**config.mk**
```make
export PLATFORM = sky130hd
export DESIGN_NAME = swdrv_ctrl
export DESIGN_NICKNAME = d
export VERILOG_FILES = /design/src/swdrv_pkg.sv /design/src/swdrv_ctrl.sv
export SDC_FILE = /design/constraint.sdc
export NUM_CORES = 1
export LEC_CHECK = 0
export BUFFER_PORTS_ARGS = -buffer_cell sky130_fd_sc_hd__clkbuf_2
export CAP_MARGIN = 20
export CORE_AREA = 3 3 77 87
export CTS_CLUSTER_SIZE = 24
export DETAILED_ROUTE_END_ITERATION = 10
export DIE_AREA = 0 0 80 90
export PLACE_DENSITY = 0.83
export SLEW_MARGIN = 30
export SYNTH_ARGS = -nofsm -noshare
export SYNTH_HDL_FRONTEND = slang
export SYNTH_SLANG_ARGS = --single-unit
```
**constraint.sdc**
```tcl
create_clock -name CLK -period 3.29 [get_ports CLK]
set_clock_uncertainty 0.2 [all_clocks]
set_input_delay 0.4935 -clock CLK [delete_from_list [all_inputs] [get_ports CLK]]
set_output_delay 0.4935 -clock CLK [all_outputs]
set_load 0.02 [all_outputs]
```
**src/swdrv_pkg.sv**
```systemverilog
// Package of constants for the multiport switch path driver.
// Assumes a 25 MHz system clock; the hold time derives from CLK_NS.
package swdrv_pkg;
  localparam int CLK_NS = 40;
  localparam int HOLD_MS = 15;
  // Least hold, rounded up to whole cycles
  localparam int HOLD_CYC = (HOLD_MS * 1000000 + CLK_NS - 1) / CLK_NS;
  localparam int SETTLE_CYC = 2;
  localparam int MAX_PATHS = 6;
  localparam logic [5:0] SP4T_MASK = 6'h36;
  localparam logic [5:0] SP6T_MASK = 6'h3f;
  typedef enum logic [2:0] {
    ST_IDLE = 3'b000,
    ST_BREAK = 3'b001,
    ST_DRIVE = 3'b010,
    ST_MBB_BOTH = 3'b011,
    ST_MBB_DROP = 3'b100,
    ST_OPEN_GAP = 3'b101,
    ST_OPEN_ALL = 3'b110
  } state_t;
endpackage : swdrv_pkg

```
**src/swdrv_ctrl.sv**
```systemverilog
// Host controller that drives a latching multiport coaxial switch.
// Assumes drive and indicator pins are synchronous to CLK; pin polarity
// is converted inside through ACTIVE_HIGH (TTL) or left low-active.

// Overview of operation
// - Asserting one drive line closes that path; level set per variant.
// - Drive pulses last at least 15 ms, then are released.
// - Break-before-make: unwanted drive lines are released before a new path is driven.
// - Open-all: release every drive line first, then assert open-all.
// - Make-before-break drives old and new paths together.
// - After 15 ms both, only the old drive is released.
module swdrv_ctrl #(
  parameter int HOLD_CYCLES = swdrv_pkg::HOLD_CYC,
  parameter bit SIX_THROW = 1'b1,
  parameter bit HAS_OPEN_ALL = 1'b1,
  parameter bit ACTIVE_HIGH = 1'b0
) (
  input wire logic CLK,
  input wire logic RST_N,
  input wire logic REQ_VALID,
  input wire logic [2:0] REQ_PATH,
  input wire logic REQ_MBB,
  input wire logic REQ_OPEN_ALL,
  input wire logic [5:0] IND_CLOSED,
  output logic REQ_READY,
  output logic [5:0] DRIVE,
  output logic OPEN_ALL,
  output logic DONE,
  output logic FAULT,
  output logic [5:0] PATH_STATE
);

  localparam logic [5:0] VALID_MASK =
    SIX_THROW ? swdrv_pkg::SP6T_MASK : swdrv_pkg::SP4T_MASK;

  swdrv_pkg::state_t state;
  logic [31:0] timer;
  logic [5:0] cur_sel;
  logic [5:0] new_sel;
  logic [5:0] drive_act;
  logic open_act;
  logic [5:0] req_onehot;
  logic req_ok;

  function automatic logic [5:0] onehot(input logic [2:0] p);
    logic [5:0] r;
    r = 6'h00;
    if (p < 3'h6) begin
      r[p] = 1'b1;
    end
    return r;
  endfunction

  assign req_onehot = onehot(REQ_PATH) & VALID_MASK;
  assign req_ok = REQ_OPEN_ALL ? HAS_OPEN_ALL : (req_onehot != 6'h00);

  // ********************************************************
  // Sequencer
  // ********************************************************
  always_ff @(posedge CLK or negedge RST_N) begin
    if (!RST_N) begin
      state <= swdrv_pkg::ST_IDLE;
      timer <= 32'h0;
      cur_sel <= 6'h00;
      new_sel <= 6'h00;
      drive_act <= 6'h00;
      open_act <= 1'b0;
    end else begin
      case (state)
        swdrv_pkg::ST_IDLE: begin
          timer <= 32'h0;
          if (REQ_VALID && req_ok) begin
            if (REQ_OPEN_ALL) begin
              drive_act <= 6'h00;
              state <= swdrv_pkg::ST_OPEN_GAP;
            end else if (REQ_MBB && cur_sel != 6'h00) begin
              new_sel <= req_onehot;
              drive_act <= cur_sel | req_onehot;
              state <= swdrv_pkg::ST_MBB_BOTH;
            end else begin
              // Release first so two paths never engage
              new_sel <= req_onehot;
              drive_act <= 6'h00;
              state <= swdrv_pkg::ST_BREAK;
            end
          end
        end
        swdrv_pkg::ST_BREAK: begin
          if (timer >= 32'(swdrv_pkg::SETTLE_CYC - 1)) begin
            timer <= 32'h0;
            drive_act <= new_sel;
            state <= swdrv_pkg::ST_DRIVE;
          end else begin
            timer <= timer + 32'h1;
          end
        end
        swdrv_pkg::ST_DRIVE, swdrv_pkg::ST_MBB_DROP: begin
          // Hold the pulse the full latch time, then release
          if (timer >= 32'(HOLD_CYCLES - 1)) begin
            timer <= 32'h0;
            drive_act <= 6'h00;
            cur_sel <= new_sel;
            state <= swdrv_pkg::ST_IDLE;
          end else begin
            timer <= timer + 32'h1;
          end
        end
        swdrv_pkg::ST_MBB_BOTH: begin
          if (timer >= 32'(HOLD_CYCLES - 1)) begin
            timer <= 32'h0;
            drive_act <= new_sel;
            state <= swdrv_pkg::ST_MBB_DROP;
          end else begin
            timer <= timer + 32'h1;
          end
        end
        swdrv_pkg::ST_OPEN_GAP: begin
          if (timer >= 32'(swdrv_pkg::SETTLE_CYC - 1)) begin
            timer <= 32'h0;
            open_act <= 1'b1;
            state <= swdrv_pkg::ST_OPEN_ALL;
          end else begin
            timer <= timer + 32'h1;
          end
        end
        swdrv_pkg::ST_OPEN_ALL: begin
          if (timer >= 32'(HOLD_CYCLES - 1)) begin
            timer <= 32'h0;
            open_act <= 1'b0;
            cur_sel <= 6'h00;
            new_sel <= 6'h00;
            state <= swdrv_pkg::ST_IDLE;
          end else begin
            timer <= timer + 32'h1;
          end
        end
        default: begin
          state <= swdrv_pkg::ST_IDLE;
          drive_act <= 6'h00;
          open_act <= 1'b0;
        end
      endcase
    end
  end

  // ********************************************************
  // Pins and status
  // ********************************************************
  // Inactive level depends on variant: low-active pins idle high
  always_ff @(posedge CLK or negedge RST_N) begin
    if (!RST_N) begin
      DRIVE <= ACTIVE_HIGH ? 6'h00 : 6'h3f;
      OPEN_ALL <= ~ACTIVE_HIGH;
    end else begin
      DRIVE <= ACTIVE_HIGH ? drive_act : ~drive_act;
      OPEN_ALL <= ACTIVE_HIGH ? open_act : ~open_act;
    end
  end

  always_ff @(posedge CLK or negedge RST_N) begin
    if (!RST_N) begin
      REQ_READY <= 1'b0;
      DONE <= 1'b0;
      FAULT <= 1'b0;
      PATH_STATE <= 6'h00;
    end else begin
      REQ_READY <= (state == swdrv_pkg::ST_IDLE) && !REQ_VALID;
      PATH_STATE <= IND_CLOSED & VALID_MASK;
      DONE <= 1'b0;
      FAULT <= 1'b0;
      // Completion trusts the indicators, not the drive lines
      if ((state == swdrv_pkg::ST_DRIVE || state == swdrv_pkg::ST_MBB_DROP)
          && timer >= 32'(HOLD_CYCLES - 1)) begin
        DONE <= ((IND_CLOSED & VALID_MASK) == new_sel);
        FAULT <= ((IND_CLOSED & VALID_MASK) != new_sel);
      end
      if (state == swdrv_pkg::ST_OPEN_ALL && timer >= 32'(HOLD_CYCLES - 1)) begin
        DONE <= ((IND_CLOSED & VALID_MASK) == 6'h00);
        FAULT <= ((IND_CLOSED & VALID_MASK) != 6'h00);
      end
    end
  end

  // ********************************************************
  // Checks
  // ********************************************************
  property p_break_first;
    @(posedge CLK) disable iff (!RST_N)
    state == swdrv_pkg::ST_BREAK |-> drive_act == 6'h00;
  endproperty
  a_break_first: assert property (p_break_first)
    else $error("drive active during break gap");

  property p_open_alone;
    @(posedge CLK) disable iff (!RST_N)
    open_act |-> drive_act == 6'h00;
  endproperty
  a_open_alone: assert property (p_open_alone)
    else $error("open-all with drive active");

  property p_no_open_variant;
    @(posedge CLK) disable iff (!RST_N)
    !HAS_OPEN_ALL |-> !open_act;
  endproperty
  a_no_open_variant: assert property (p_no_open_variant)
    else $error("open-all used on variant without it");

  property p_unused_pos;
    @(posedge CLK) disable iff (!RST_N)
    (drive_act & ~VALID_MASK) == 6'h00;
  endproperty
  a_unused_pos: assert property (p_unused_pos)
    else $error("unused position driven");

  property p_single_bbm;
    @(posedge CLK) disable iff (!RST_N)
    state == swdrv_pkg::ST_DRIVE |-> $onehot0(drive_act);
  endproperty
  a_single_bbm: assert property (p_single_bbm)
    else $error("several paths driven in break-before-make");

  property p_mbb_drop;
    @(posedge CLK) disable iff (!RST_N)
    state == swdrv_pkg::ST_MBB_BOTH && timer == 32'(HOLD_CYCLES - 1)
    |=> drive_act == new_sel && state == swdrv_pkg::ST_MBB_DROP;
  endproperty
  a_mbb_drop: assert property (p_mbb_drop)
    else $error("old path not released after overlap");

  property p_mbb_both;
    @(posedge CLK) disable iff (!RST_N)
    state == swdrv_pkg::ST_MBB_BOTH |-> (drive_act & new_sel) == new_sel;
  endproperty
  a_mbb_both: assert property (p_mbb_both)
    else $error("new path not driven during overlap");

  property p_hold_len;
    @(posedge CLK) disable iff (!RST_N)
    $rose(state == swdrv_pkg::ST_DRIVE)
    |-> (state == swdrv_pkg::ST_DRIVE && drive_act != 6'h00)[*2];
  endproperty
  a_hold_len: assert property (p_hold_len)
    else $error("drive pulse cut short");

  property p_pin_level;
    @(posedge CLK) disable iff (!RST_N)
    DRIVE == (ACTIVE_HIGH ? $past(drive_act) : ~$past(drive_act));
  endproperty
  a_pin_level: assert property (p_pin_level)
    else $error("drive pin level wrong");

  property p_done_ind;
    @(posedge CLK) disable iff (!RST_N)
    DONE && $past(state) != swdrv_pkg::ST_OPEN_ALL
    |-> $past(IND_CLOSED & VALID_MASK) == $past(new_sel);
  endproperty
  a_done_ind: assert property (p_done_ind)
    else $error("done without matching indicator");

  c_bbm: cover property (@(posedge CLK) disable iff (!RST_N)
    state == swdrv_pkg::ST_BREAK ##1 state == swdrv_pkg::ST_BREAK);
  c_mbb: cover property (@(posedge CLK) disable iff (!RST_N)
    state == swdrv_pkg::ST_MBB_DROP);
  c_open: cover property (@(posedge CLK) disable iff (!RST_N) open_act);
  c_done: cover property (@(posedge CLK) disable iff (!RST_N) DONE);

endmodule // swdrv_ctrl

```
# After elaboration in Yosys (flattened, before gate mapping)
# Cells that the tools add are included.
# word_totals
regBits	70
latchBits	0
ramBits	0
romBits	0
out_inout_bits	16
wordCells	99
memories	0
# classes
add_sub_neg	1
n_mul	0
div	0
magnitude_cmp	5
n_eq_ne	16
shifts	0
mux	33
bitwise_logic	5
reduce_logical	27
# ops
op	count
one-hot mux 32 bit (3 select lines)	1
two-way mux 32 bit	2
two-way mux 6 bit	9
adder 32 x 1 -> 32 bit (second input constant)	1
>= comparator 32 x 1 -> 1 bit (second input constant)	1
>= comparator 32 x 19 -> 1 bit (second input constant)	1
one-hot mux 6 bit (5 select lines)	1
one-hot mux 6 bit (2 select lines)	2
two-way mux 3 bit	6
nonzero test 6 bit	3
one-hot mux 3 bit (5 select lines)	1
inequality test 2 bit (second input constant)	7
AND reduction 5 bit	2
equality test 3 bit (second input constant)	3
two-way mux 1 bit	8
equality test 3 x 2 -> 1 bit (second input constant)	2
equality test 6 bit	1
logical AND 1 bit	6
zero test 6 bit	1
inequality test 6 bit	1
NOT 6 bit	1
bitwise OR 6 bit	1
AND reduction 3 bit	2
OR reduction 2 bit	3
other kinds (18)	21

# Longest topological paths before layout
# logic_depth
ltp_word	10
ltp_mapped	10
mapped_depth_nobuf	8

# Worst setup path before layout
# OpenSTA, ideal clock, no wires.
# synth_timing
path_type	flip-flop to flip-flop
startpoint	reg timer[23]
endpoint	reg new_sel[2]
setup_time_ns	0.128
t_arrival_ns	2.405
t_required_ns	2.962
slack_ns	0.557
stages_incl_launch_ff	7
n_path_buf	0
synth_period_minus_slack_ns	2.733
cell_sequence	dfrtp_1 -> or4_4 -> or4_4 -> a211oi_4 -> nor2_2 -> o21ai_4 -> mux2_1
# synth_between
elab_chain_len	3
# synth_rtl
element	line	text
start: declaration	swdrv_ctrl.sv:37	logic [31:0] timer;
start signal: assignment	swdrv_ctrl.sv:94	timer <= timer + 32'h1;
start signal: assignment	swdrv_ctrl.sv:105	timer <= timer + 32'h1;
start signal: assignment	swdrv_ctrl.sv:114	timer <= timer + 32'h1;
>= comparator 32 x 19 -> 1 bit	swdrv_ctrl.sv:127	if (timer >= 32'(HOLD_CYCLES - 1)) begin
inequality test 2 bit (no source line)	--	
AND reduction 4 bit (no source line)	--	
end signal: assignment	swdrv_ctrl.sv:77	new_sel <= req_onehot;
end signal: assignment	swdrv_ctrl.sv:82	new_sel <= req_onehot;
end: declaration	swdrv_ctrl.sv:39	logic [5:0] new_sel;
# No other way between the ends.
# A chain may end at the register's enable or synchronous reset.

# Final worst setup path
# layout_timing
startpoint	reg timer[23]
endpoint	reg new_sel[3]
# Same word-level chain as after synthesis.

==> qor.csv <==
metric;value;unit
post-synth top area share;45.8;%
Fillers;467;
Post-synth EDFFs;0;
initial antenna violation count;0;
top cells by count, synth;dfrtp_1, nor2_1, nand2_1, nand3_1;
pre-CTS setup slack;398;ps
placed cells;449;
fin. max-slew vios;0;
dpl hpwl;5050;um
vias after detailed routing;2673;
DR WL/cell;15.5;um
top cells by area, synth;dfrtp_1, nor2_1, dfstp_2;
# rows;29;
flops & latches, synth;70;
CTS buffer count;9;
CTS Root Cell;clkbuf_8;
area leader, netlist;dfrtp_1;
proportion of layout cells with a drive suffix above 1;19.0;%
# Post-CTS Setup Buffers;0;
outcome;complete, no violations;
Max clock buf depth;2;
Clock Sinks;70;
DRT iter0 DRCs;116;
CTS clk-pin slew, worst paths;70;ps
vias in the first global route;2697;
RSZ-0062 raised after global routing;no;
post-synth net total;365;
Fin. Hold Viols;0;
HP Class;primary input to flip-flop;
RePlAce Congestion;0.887;
synth warn;0;
Final setup viols;0;
die area;0.00720;mm^2
average size of a mapped cell;9.88;um^2
setup ws final;381;ps
Crit path required time;3320;ps
die width;80;um
Finished Layout Cells;466;
leakage;1.78;nW
H-tree lvl count;3;
P per Cell Area;656;mW/mm^2
drt total wl;7230;um
Detail Route Antenna Nets;0;
Final Util;67.6;%
max_cap viols;0;
max frequency;344;MHz
Worst VDD drop;507;uV
top-count cell post-synth;dfrtp_1;
CTS tree;built;
routed vias/inst;5.74;
setup TNS;0;ps
Core Box Area;0.00581;mm^2
CP Launch Type;flip-flop;
largest net degree at the start of global routing;41;
period utilization;88.4;%
critical path fanouts, max;6;
Starting Density;59.2;%
first-pass GRT wire length;12300;um
CP Capture Type;flip-flop;
Detailed Routing Iterations Pass 1;4;
IO Port Bufs;29;
kind of critical path;flip-flop to flip-flop;
Slew @ Worst Pin;713;ps
crit path time final;2910;ps
NumNets Final;401;
all-layer global routing usage;21.9;%
Antenna Cells;0;
Syn Inst Count;348;
IO Pins;30;
# DRC;0;
relative slew slack;52.1;%
area growth from synthesis to layout;14.1;%
asr flop ratio synth;100;%
area of the mapped netlist;0.00344;mm^2
Overflow after GRT;0;
arrival time worst endpoint;2940;ps
Seq/Total Area, Yosys;51.2;%
Pwr Total;2.57;mW
number of distinct library cells after synthesis;56;
insertion delay to the later sink of the worst-skew pair;350;ps
Die Span Y;90;um
ys flop type;dfrtp_1;
## path summary, 6_finish.rpt
kind,from,endpoint,slack (ps),cells past startpoint
min in group asynchronous,RST_N,PATH_STATE[5]$_DFF_PN0_,520,2
max in group asynchronous,RST_N,timer[1]$_DFFE_PN0P_,1730,3
worst max-delay path,timer[23]$_DFFE_PN0P_,new_sel[3]$_DFFE_PN0P_,380,6
worst min-delay path,IND_CLOSED[3],PATH_STATE[3]$_DFF_PN0_,90,1
worst min register to register,drive_act[0]$_DFFE_PN0P_,DRIVE[0]$_DFF_PN1_,160,1
worst max register to register,timer[23]$_DFFE_PN0P_,new_sel[3]$_DFFE_PN0P_,380,6
## what timing repair did
item | CTS | global route
gates resized for setup | 0 | 0
hold endpoints to repair | 17 | 0
hold buffers | 1 | 0
## layout make-up
| type | count | area, um^2 | share of cell area (%) |
|---|---|---|---|
| Inverter | 19 | 71.3 | 1.82 |
| Tap cell | 77 | 96.3 | 2.45 |
| Timing Repair Buffer | 35 | 205 | 5.23 |
| Sequential cell | 70 | 1760 | 44.9 |
| Multi-Input combinational cell | 249 | 1570 | 39.9 |
| Clock buffer | 12 | 155 | 3.95 |
| Clock inverter | 4 | 70.1 | 1.79 |
## sequential cells by signal, indices dropped and copies added (netlist names)
signal and count:
drive_act 6, PATH_STATE 6, REQ_READY 1, FAULT 1, open_act 1, DONE 1
timer 32, DRIVE 6, OPEN_ALL 1, new_sel 6, cur_sel 6, state 3
## cells in the final DEF (no fill, tap or decap), drive strengths merged, types with 7 or more instances in the layout
cell type,synthesis,routed
o21ai,15,15
inv,19,19
mux2i,8,8
a21oi,19,19
nand4,7,7
nand2,20,20
nand3,20,20
nor2,51,51
xnor2,11,11
nor3,10,10
and3,12,12
clkbuf,4,40
dfstp,7,7
nor4,9,9
xor2,18,18
dfrtp,63,63
## per-stage QoR
step | hold WS (ps) | area (um^2)
6_report | 87.6 | 3930
4_1_cts | 75.0 | 3930
3_3_place_gp | 155 | 3680
3_5_place_dp | 156 | 3690
5_1_grt | 80.2 | 3930
2_1_floorplan | -2.09 | 3440
## layer usage
| layer | vias to the layer above | routed length, um | track usage, % |
|---|---|---|---|
| met2 | 65 | 3690 | 36.3 |
| met3 | 22 | 285 | 4.20 |
| met1 | 1297 | 3020 | 26.2 |
| met4 | 0 | 224 | 12.1 |
| li1 | 1289 | - | - |
| met5 | - | 0 | 0 |
## where the power goes
| part | total [mW] | switching (mW) | internal (mW) |
|---|---|---|---|
| logic | 0.710 | 0.438 | 0.271 |
| registers | 1.08 | 0.128 | 0.956 |
| clock network | 0.781 | 0.315 | 0.466 |
## logic make-up (layout without fill, tap and decap cells)
logic type | count (synthesis) | after routing | synth area share (%)
muxes | 11 | 11 | 3.31
buffers and inverters | 29 | 70 | 3.42
and+or+nand+nor | 149 | 149 | 22.2
adders and majority gates | 3 | 3 | 1.09
AOI/OAI and AO/OA | 57 | 57 | 11.4
DFF | 70 | 70 | 51.2
xor gates and xnor gates | 29 | 29 | 7.38
## critical path, cell delays in order (launching register included)
cell	delay [ps]
dfrtp_1	410
or4_4	570
or4_4	570
a211oi_4	350
nor2_2	100
o21ai_4	220
mux2_1	360
(Power assumes the default switching activity.)
